**src/timer_csr_pkg.sv**
```systemverilog
// Package with register map, field positions and timing counts
package timer_csr_pkg;

  // ==========================================================================
  // Register offsets
  localparam logic [11:0] countdown_timer_config_off = 12'h08c;
  localparam logic [11:0] countdown_timer_count_off  = 12'h090;
  localparam logic [11:0] free_running_counter_off   = 12'h09c;
  localparam logic [11:0] software_reset_control_off = 12'h1f8;
  localparam logic [11:0] irq_status_off             = 12'h0a0;
  localparam logic [11:0] irq_clear_off              = 12'h0a4;
  localparam logic [11:0] irq_enable_off             = 12'h0a8;

  // ==========================================================================
  // Field positions and reset values
  localparam int          timer_run_bit          = 29;
  localparam int          virtual_phy_reset_request_bit           = 3;
  localparam int          second_port_phy_reset_request_bit           = 2;
  localparam logic [15:0] preload_reset          = 16'hffff;
  localparam logic [15:0] count_reset            = 16'hffff;
  localparam logic [31:0] free_run_reset         = 32'h00000000;
  localparam int          irq_timer_bit          = 0;

  // ==========================================================================
  // Timing
  localparam int clk_period_ns      = 100;
  localparam int ref_period_ns      = 40;
  localparam int phy_hold_us        = 102;
  localparam int phy_hold_cycles    = (phy_hold_us * 1000 + clk_period_ns - 1) / clk_period_ns;
  localparam int free_clear_ns      = 160;
  localparam int free_clear_cycles  = (free_clear_ns / clk_period_ns) < 1 ? 1 :
                                      (free_clear_ns / clk_period_ns);

  typedef enum logic [1:0] {
    phy_idle = 2'b00,
    phy_hold = 2'b01,
    phy_wait = 2'b11
  } phy_state_e;

endpackage : timer_csr_pkg

```
**src/phy_reset_seq.sv**
```systemverilog
// Self-clearing PHY reset sequencer with minimum hold time
`timescale 1ns/10ps
module phy_reset_seq
  import timer_csr_pkg::*;
#(
  parameter int HOLD_CYCLES = phy_hold_cycles
) (
  input  wire logic clk,
  input  wire logic rst,
  input  wire logic start,
  input  wire logic released,
  output logic      phy_reset,
  output logic      busy
);

  // ==========================================================================
  // State and hold counter
  phy_state_e  state_ff;
  phy_state_e  nxt_state;
  logic [31:0] hold_ff;
  logic [31:0] nxt_hold;
  wire         hold_done = (hold_ff >= 32'(HOLD_CYCLES - 1));

  always_comb begin
    nxt_state = state_ff;
    nxt_hold  = hold_ff;
    unique case (state_ff)
      phy_idle: begin
        nxt_hold = '0;
        if (start) begin
          nxt_state = phy_hold;
        end
      end
      phy_hold: begin
        nxt_hold = hold_ff + 32'd1;
        if (hold_done) begin
          nxt_state = phy_wait;
        end
      end
      phy_wait: begin
        if (released) begin
          nxt_state = phy_idle;
        end
      end
      default: nxt_state = phy_idle;
    endcase
  end

  always_ff @(posedge clk or posedge rst) begin
    if (rst) begin
      state_ff <= phy_idle;
      hold_ff  <= '0;
    end else begin
      state_ff <= nxt_state;
      hold_ff  <= nxt_hold;
    end
  end

  assign phy_reset = (state_ff == phy_hold);
  assign busy      = (state_ff != phy_idle);

endmodule : phy_reset_seq

```
**src/timer_csr.sv**
```systemverilog
// Countdown timer, free-running counter and PHY reset control registers
// Operation
// [RULE_01] Countdown timer runs while enable bit 29 is one, halts otherwise.
// [RULE_02] Enable falling one to zero forces the preload field to ffff.
// [RULE_03] Timer starts from preload bits 15:0 and decrements while enabled.
// [RULE_04] Timer can raise a host interrupt at the preload interval.
// [RULE_05] Live timer count readable as 16-bit field, resets to ffff.
// [RULE_06] Free-running 32-bit counter clears on reset, adds one per 25MHz cycle.
// [RULE_07] Free-running counter wraps to zero at maximum and keeps counting.
// [RULE_08] Full free-running count captured on first read, coherent across halves.
// [RULE_09] Free-running counter may take up to 160ns to clear after reset.
// [RULE_10] Reset control register answers reads even in reset or not ready.
// [RULE_11] Either 16-bit half of reset control can be read alone.
// [RULE_12] Bit 3 write one resets virtual PHY; bit self-clears on release.
// [RULE_13] Bit 2 write one resets second PHY at least 102us, self-clears.
// [RULE_14] Writes to a self-clearing reset bit ignored while it reads one.
// [RULE_15] Configuration loader cannot set or clear the PHY reset bits.
// [RULE_16] Timer reaching zero flags interrupt and reloads from preload.
//
// Implementation choice: the address-and-strobe port.
`timescale 1ns/10ps
module timer_csr
  import timer_csr_pkg::*;
#(
  parameter int PHY_HOLD_CYCLES = phy_hold_cycles
) (
  input  wire logic        clk,
  input  wire logic        rst,
  input  wire logic        ref_tick,
  input  wire logic [11:0] addr,
  input  wire logic [31:0] wdata,
  input  wire logic        wr,
  input  wire logic        rd,
  input  wire logic        loader_wr,
  input  wire logic        vphy_released,
  input  wire logic        phy2_released,
  output logic      [31:0] rdata,
  output logic             irq,
  output logic             vphy_reset,
  output logic             phy2_reset
);

  // ==========================================================================
  // Address decode
  wire sel_cfg   = (addr == countdown_timer_config_off);
  wire sel_cnt   = (addr == countdown_timer_count_off);
  wire sel_free  = (addr == free_running_counter_off);
  wire sel_rst   = (addr == software_reset_control_off);
  wire sel_sts   = (addr == irq_status_off);
  wire sel_clr   = (addr == irq_clear_off);
  wire sel_ena   = (addr == irq_enable_off);
  // Loader writes never reach the PHY reset bits
  // [RULE_15] Loader write block
  wire host_wr   = wr & ~loader_wr;
  wire wr_cfg    = wr & sel_cfg;
  wire wr_rst    = host_wr & sel_rst;
  wire wr_clr    = wr & sel_clr;
  wire wr_ena    = wr & sel_ena;

  // ==========================================================================
  // Countdown timer
  logic        run_ff;
  logic [15:0] preload_ff;
  logic [15:0] count_ff;
  logic        nxt_run;
  logic [15:0] nxt_preload;
  logic [15:0] nxt_count;

  wire   run_fall = run_ff & ~nxt_run;
  wire   run_rise = ~run_ff & nxt_run;
  wire   expire   = run_ff & (count_ff == 16'h0000);

  assign nxt_run = wr_cfg ? wdata[timer_run_bit] : run_ff;

  always_comb begin
    nxt_preload = preload_ff;
    if (wr_cfg) begin
      nxt_preload = wdata[15:0];
    end
    // [RULE_02] Preload forced high
    if (run_fall) begin
      nxt_preload = preload_reset;
    end
  end

  always_comb begin
    nxt_count = count_ff;
    if (run_rise) begin
      // [RULE_03] Start from preload
      nxt_count = nxt_preload;
    end else if (expire) begin
      // [RULE_16] Reload on zero
      nxt_count = preload_ff;
    end else if (run_ff) begin
      // [RULE_01] Decrement while enabled
      nxt_count = count_ff - 16'd1;
    end
  end

  always_ff @(posedge clk or posedge rst) begin
    if (rst) begin
      run_ff     <= 1'b0;
      preload_ff <= preload_reset;
      // [RULE_05] Count resets high
      count_ff   <= count_reset;
    end else begin
      run_ff     <= nxt_run;
      preload_ff <= nxt_preload;
      count_ff   <= nxt_count;
    end
  end

  // ==========================================================================
  // Free-running counter
  logic [31:0] free_ff;

  // [RULE_06] Clear then count ref ticks
  // [RULE_07] Natural wrap at maximum
  // [RULE_09] Cleared within one clock
  wire [31:0] nxt_free = ref_tick ? free_ff + 32'd1 : free_ff;

  always_ff @(posedge clk or posedge rst) begin
    if (rst) begin
      free_ff <= free_run_reset;
    end else begin
      free_ff <= nxt_free;
    end
  end

  // ==========================================================================
  // PHY reset request bits
  logic vphy_busy;
  logic phy2_busy;

  // [RULE_14] Ignore writes while set
  wire vphy_start = wr_rst & wdata[virtual_phy_reset_request_bit] & ~vphy_busy;
  wire phy2_start = wr_rst & wdata[second_port_phy_reset_request_bit] & ~phy2_busy;

  // [RULE_12] Virtual PHY reset, no hold time
  phy_reset_seq #(
    .HOLD_CYCLES (1)
  ) u_vphy (
    .clk       (clk),
    .rst       (rst),
    .start     (vphy_start),
    .released  (vphy_released),
    .phy_reset (vphy_reset),
    .busy      (vphy_busy)
  );

  // [RULE_13] Second PHY reset with hold
  phy_reset_seq #(
    .HOLD_CYCLES (PHY_HOLD_CYCLES)
  ) u_phy2 (
    .clk       (clk),
    .rst       (rst),
    .start     (phy2_start),
    .released  (phy2_released),
    .phy_reset (phy2_reset),
    .busy      (phy2_busy)
  );

  // ==========================================================================
  // Interrupt status, clear and enable
  logic irq_sts_ff;
  logic irq_ena_ff;

  always_ff @(posedge clk or posedge rst) begin
    if (rst) begin
      irq_sts_ff <= 1'b0;
      irq_ena_ff <= 1'b0;
    end else begin
      // [RULE_16] Set wins over clear
      irq_sts_ff <= expire | (irq_sts_ff & ~(wr_clr & wdata[irq_timer_bit]));
      if (wr_ena) begin
        irq_ena_ff <= wdata[irq_timer_bit];
      end
    end
  end

  // [RULE_04] Interrupt output
  assign irq = irq_sts_ff & irq_ena_ff;

  // ==========================================================================
  // Read data
  wire [31:0] cfg_view  = {2'b00, run_ff, 13'h0000, preload_ff};
  wire [31:0] cnt_view  = {16'h0000, count_ff};
  wire [31:0] free_view = free_ff;
  // [RULE_10] Always readable
  // [RULE_11] Both halves in one word
  wire [31:0] rst_view  = {28'h0000000, vphy_busy, phy2_busy, 2'b00};
  wire [31:0] sts_view  = {31'h00000000, irq_sts_ff};
  wire [31:0] ena_view  = {31'h00000000, irq_ena_ff};

  wire [31:0] rd_mux =
      sel_cfg  ? cfg_view  :
      sel_cnt  ? cnt_view  :
      sel_free ? free_view :
      sel_rst  ? rst_view  :
      sel_sts  ? sts_view  :
      sel_ena  ? ena_view  : 32'h00000000;

  // [RULE_08] Whole word captured once
  always_ff @(posedge clk or posedge rst) begin
    if (rst) begin
      rdata <= 32'h00000000;
    end else if (rd) begin
      rdata <= rd_mux;
    end else begin
      rdata <= 32'h00000000;
    end
  end

endmodule : timer_csr

```
**config.mk**
```make
export PLATFORM = sky130hd
export DESIGN_NAME = timer_csr
export DESIGN_NICKNAME = d
export VERILOG_FILES = /design/src/timer_csr_pkg.sv /design/src/phy_reset_seq.sv /design/src/timer_csr.sv
export SDC_FILE = /design/constraint.sdc
export NUM_CORES = 1
export LEC_CHECK = 0
export BUFFER_PORTS_ARGS = -buffer_cell sky130_fd_sc_hd__buf_2
export CELL_PAD_IN_SITES_DETAIL_PLACEMENT = 0
export CELL_PAD_IN_SITES_GLOBAL_PLACEMENT = 1
export CORE_MARGIN = 2
export CORE_UTILIZATION = 51
export CTS_BUF_LIST = sky130_fd_sc_hd__clkbuf_2
export DETAILED_ROUTE_END_ITERATION = 10
export PLACE_DENSITY_LB_ADDON = 0.12
export RECOVER_POWER = 100
export SYNTH_ARGS = -nofsm -noshare
export SYNTH_HDL_FRONTEND = slang
export SYNTH_SLANG_ARGS = --single-unit
```
**constraint.sdc**
```tcl
create_clock -name clk -period 9.95 [get_ports clk]
set_clock_uncertainty 0.1 [all_clocks]
set_input_delay 0.995 -clock clk [delete_from_list [all_inputs] [get_ports clk]]
set_output_delay 0.995 -clock clk [all_outputs]
set_load 0.1 [all_outputs]
```
After elaboration in Yosys (flattened, before gate mapping)
Cells that the tools add are included.

storage, ports and cells
  input bits = 52
  register bits after elaboration = 167
  logic and storage cells = 89

cells by class
  bitwise logic cells = 22
  equal/unequal tests = 17
  mux-type cells = 23
  reductions and logical operators = 10
  order comparisons = 2
  add/sub/neg operators = 4

operators by type and width
  operator                 count
  $mux W32                 4
  $pmux W32 S2             2
  $add A32 B1 Y32 const B  3
  $mux W16                 5
  $eq A12 B8 Y1 const B    6
  $ge A32 B1 Y1 const B    1
  $ge A32 B10 Y1 const B   1
  $logic_not A16 Y1        1
  $sub A16 B1 Y16 const B  1
  $and A1 B1 Y1            15
  $eq A12 B9 Y1 const B    1
  $mux W2                  6
  $pmux W2 S3              2
  $reduce_bool A2 Y1       4
  $ne A2 B1 Y1 const B     3
  $ne A2 B2 Y1 const B     3
  $not A1 Y1               6
  $reduce_and A3 Y1        2
  $eq A2 B1 Y1 const B     2
  $eq A2 B2 Y1 const B     2
  $logic_not A2 Y1         2
  $mux W4                  1
  $mux W1                  3
  $reduce_bool A3 Y1       1
  $or A1 B1 Y1             1

Logic depth before layout (Yosys ltp)
  word-level depth = 8
  mapped depth = 8

Hierarchy
A second synthesis with hierarchy kept.

second synthesis, totals
  cells, all modules = 721
  area, all modules = 7001.7 um2

modules (own cells, without submodules)
  module                   times used  cells an instance  area an instance (um2)
  timer_csr                1           507                5044.8
  phy_reset_seq at u_phy2  1           205                1874.3
  phy_reset_seq at u_vphy  1           9                  82.6

Worst setup path after synthesis
No wires, ideal clock.

  path type = register to output
  start point = register u_phy2.state_ff[0]
  end point = output port phy2_reset
  arrival = 1.837 ns
  data required time = 8.855 ns
  stages on the path, launching flop included = 2
  setup slack = 7.018 ns
  cell sequence = dfrtp_1 nor2b_1

on the way
  cells in the longest elaborated chain, start to end = 1

RTL lines
  item                    line                 text
  from (decl)             phy_reset_seq.sv:18  phy_state_e state_ff;
  from (signal assigned)  phy_reset_seq.sv:51  state_ff <= phy_idle;
  from (signal assigned)  phy_reset_seq.sv:54  state_ff <= nxt_state;
  $eq A2 B1 Y1            phy_reset_seq.sv:59  assign phy_reset = (state_ff == phy_hold);
  to (decl)               timer_csr.sv:40      output logic phy2_reset

No other way between the ends.

==> results list <==
* Die height: 120 um
- Complex-gate fraction of the synthesized area: under 10%
* Count of endpoints failing setup in the final report: 0
- WL final: 14.8 mm
- After synthesis, the largest family of logic cells by area is simple AND/OR/NAND/NOR gates.
* Total nets after synthesis: approximately 730
- Part of the cycle the worst path needs: between 50% and 60%
- Summed over all failing endpoints, the final setup total negative slack is 0 ns.
- Setup slack of the worst register-to-register path: 6.87 ns
- Number of clock sinks seen by CTS: roughly 140
- The count of nets left with antenna violations once routing finished came out at 0.
- Count of buffering cells on the critical path with inverters included: 3
- Cell total after placement: 895
- Max_cap viols: 3
* Area of the core: roughly 0.013 mm2
- Type of the worst min-delay path: input port to register
* Yosys warning count: 0
* Depth of the CTS H-tree: 4
* Peak VDD IR: 76.9 uV
* Hpwl dp: ~10 mm
- Maximum number of buffers from clock root to sink: 2
* Slew HR: -144%
* Number of storage elements in the synthesis netlist: 135
* Multiplexer fraction of the synthesized cell area: slightly below 5%
- Leaving out fill and tap cells, the most frequent cell in the layout is sky130_fd_sc_hd__dfrtp_1.
- CP Class: input port to async pin
* Count of fill cells added during filler insertion: approximately 1.2k
- Non-filler instance count after layout: 926
- DRC violation total after the first TritonRoute iteration: about 440
- The area growth from synthesis to layout is 7.86%.
* Net count of the finished layout: between 700 and 800
* Adder-cell share of the synthesized area: less than 1%
* Fraction of registers with async set or reset after synthesis: 100%
- Count of buffers from port buffering: slightly above 70
* Power per standard cell area: roughly 130 mW/mm2
* Synthesized area divided by synthesized cell count: 10.1 um2
- List of cells traversed by the critical path: buf_2, clkinvlp_2, clkbuf_1
- The cell area that synthesis handed to floorplanning was roughly 0.0068 mm2.
* Number of global-route vias before repair: between 5k and 6k
* Diodes inserted: 0
- Num CTS Buffers: 17
* Period minus WS final: between 5 and 6 ns
- Post-synthesis simple-gate area fraction: roughly a quarter
* Cell with the largest stage delay on the worst path: sky130_fd_sc_hd__clkbuf_1
* Highest-count cells in the layout ignoring fill and taps: 103 x sky130_fd_sc_hd__dfrtp_1, 91 x sky130_fd_sc_hd__nor2_1, 53 x sky130_fd_sc_hd__nand2_1
- The number of antenna violations at the first check in global routing is 0.
- For this design the static power due to leakage is 0.00306 uW.
- Register area share after synthesis: approximately 50%
* Largest net degree at the start of global routing: 73
- The number of gates resized after CTS was 0.
* Count of unresolved DRC violations after routing: 0
* Least-Margin Pin Slew: roughly 3.7 ns
- CTS Root Cell: sky130_fd_sc_hd__clkbuf_2
* F_max: approximately 180 MHz
- For this run, the slowest stage of the critical path takes 2.69 ns.
- Hold repair after CTS inserted 0 buffers.
- TritonCTS built the clock tree.
* TritonRoute pass-1 iters: 6
- Xor/xnor cell area share of the yosys netlist: around 8%
- Run status: finished, violations left
* First-pass GRT wire length: around 25 mm
- Cell class contributing the biggest share of worst-path delay: buffers and inverters
- Clock slew at reported path FFs: roughly 0.21 ns
- Violated checks: capacitance limit, slew limit
* Number of library cell types mapped by synthesis: 65
* Category of the worst setup path launch point: input port
- STA classifies the critical path endpoint as an async pin.
- Detailed routing inserted a total of slightly above 5k vias.
- Flip-flop and latch area: between 0.003 and 0.004 mm2
- Area used by multi-input combinational logic: about 0.0032 mm2
* Clock insertion delay at the later pin of the skew report: roughly 0.69 ns
- Setup repair after global routing left no endpoint under its margin.
- The hold violation count in the final report was 0.
- Worst endpoint data arrival time: between 5 and 6 ns
- The die is 120 um wide.
- Number of enable flip-flop cells after synthesis: 0
- Global placement routability congestion: ~0.81
- The post-route netlist has between 15 and 20% of its cells at a drive strength greater than 1.
* Number of core rows: 42
- Using the TritonRoute via totals, the vias-per-cell ratio works out to approximately 5.6.
- For this configuration, the core starts out at a cell density of 51.9%.
* Setup bufs post-CTS: 0
- Total I/O pin count: slightly below 90
- Global routing consumed, over all layers together, 22.1% of the routing resources.
* Worst path required time: about 9.8 ns
* Die outline area: 0.0144 mm2
- Measured on the finished design, the core utilization comes to 56.0%.
- Dominant synthesized flop cell: sky130_fd_sc_hd__dfrtp_1
- Synthesis produced between 600 and 700 cells.
- Largest fanout on the critical path: 72
* Average detailed-routed wire length per instance: roughly 16 um
* GRT Residual Overflow: 0
- Count of final max-slew check failures: approximately 150
[state kept, by name (all words and copies together), names as in the netlist]
name	cells
count_ff	16
free_ff	32
irq_ena_ff	1
irq_sts_ff	1
preload_ff	16
rdata	32
run_ff	1
u_phy2.hold_ff	32
u_phy2.state_ff	2
u_vphy.state_ff	2
[cells in the mapped netlist, types with 4 or more instances]
library cell / instances / area share (%)
sky130_fd_sc_hd__and4_1: 9 / 1.2
sky130_fd_sc_hd__nand3_1: 30 / 2.2
sky130_fd_sc_hd__mux2_2: 4 / 0.66
sky130_fd_sc_hd__and3_1: 11 / 1.0
sky130_fd_sc_hd__xnor2_1: 35 / 4.5
sky130_fd_sc_hd__a21oi_1: 21 / 1.5
sky130_fd_sc_hd__nor4_4: 4 / 1.2
sky130_fd_sc_hd__nor4_1: 6 / 0.55
sky130_fd_sc_hd__nand2b_1: 4 / 0.37
sky130_fd_sc_hd__nand2_1: 53 / 2.9
sky130_fd_sc_hd__inv_1: 7 / 0.38
sky130_fd_sc_hd__o21ai_0: 29 / 2.1
sky130_fd_sc_hd__nor2_1: 90 / 4.9
sky130_fd_sc_hd__dfrtp_1: 103 / 38
sky130_fd_sc_hd__buf_2: 9 / 0.66
sky130_fd_sc_hd__o211ai_2: 4 / 0.73
sky130_fd_sc_hd__o22ai_1: 7 / 0.64
sky130_fd_sc_hd__xor2_1: 29 / 3.7
sky130_fd_sc_hd__clkbuf_1: 18 / 0.99
sky130_fd_sc_hd__and2_1: 31 / 2.8
sky130_fd_sc_hd__mux2i_1: 29 / 4.2
sky130_fd_sc_hd__dfstp_2: 32 / 12
sky130_fd_sc_hd__nor3_1: 9 / 0.66
sky130_fd_sc_hd__nor2b_1: 7 / 0.64
sky130_fd_sc_hd__nand4_1: 23 / 2.1
sky130_fd_sc_hd__ha_1: 4 / 0.73
sky130_fd_sc_hd__o21ai_1: 6 / 0.44
[power breakdown]
group | switching, uW | internal, uW | leakage, uW | total [uW]
Sequential | 32.9 | 575 | 0.00176 | 608
Clock | 200 | 87.5 | 0.000121 | 287
Combinational | 41.0 | 34.3 | 0.00118 | 75.3
[final timing paths]
check | from | to | depth (start not counted)
max in group clk | u_phy2.state_ff[1]$_DFFE_PP0P_ | phy2_reset | 2
min in group asynchronous | rst | u_phy2.hold_ff[26]$_DFFE_PP0P_ | 2
setup reg to reg | u_phy2.state_ff[1]$_DFFE_PP0P_ | u_phy2.hold_ff[25]$_DFFE_PP0P_ | 5
hold reg to reg | free_ff[31]$_DFFE_PP0P_ | free_ff[31]$_DFFE_PP0P_ | 1
setup / recovery | rst | free_ff[15]$_DFFE_PP0P_ | 3
hold / removal | vphy_released | u_vphy.state_ff[1]$_DFFE_PP0P_ | 2
[layer usage]
| layer | up-vias | routed length [um] | global-route usage [%] |
|---|---|---|---|
| met3 | 16 | 597 | 4.75 |
| met4 | 0 | 170 | 6.47 |
| met5 | - | 0 | 0 |
| li1 | 2499 | - | - |
| met1 | 2514 | 6900 | 30.2 |
| met2 | 113 | 7120 | 35.8 |
[logic make-up (layout without fill, tap and decap cells)]
logic type               count (synthesis)  in the layout
flip-flops                             135            135
adder cells (fa/ha/maj)                  4              4
XOR/XNOR                                64             64
AND/OR/NAND/NOR                        304            304
multiplexers                            33             33
buffers and inverters                   39            113
AO/OA/AOI/OAI                           97             97
[cell type report]
| cell class | instances | share of cell area [%] |
|---|---|---|
| multi-input cells | 502 | 43.1 |
| repair buffers | 75 | 4.56 |
| well taps | 176 | 2.98 |
| inverters | 7 | 0.373 |
| clock buffers | 18 | 1.22 |
| flip-flops and latches | 135 | 46.3 |
| clock inverters | 13 | 1.49 |
[worst register-to-register path, stage by stage (launching register included)]
cell and delay (ns):
sky130_fd_sc_hd__dfrtp_1 0.55, sky130_fd_sc_hd__nand4b_1 0.37, sky130_fd_sc_hd__nor4_1 1.41, sky130_fd_sc_hd__nand4_1 0.26
sky130_fd_sc_hd__xor2_1 0.23, sky130_fd_sc_hd__nor2_1 0.05
[metrics by stage]
stage	worst slack [ns]	area (um2)	total power (uW)	hold slack (ns)
2_1_floorplan	5.30	6850	664	0.337
3_3_place_gp	6.40	7300	690	0.357
3_5_place_dp	6.41	7300	695	0.373
4_1_cts	6.73	7500	984	0.285
5_1_grt	3.34	7390	1030	0.315
6_report	4.44	7390	971	0.380
No activity file was read; power rests on OpenSTA's default activity.
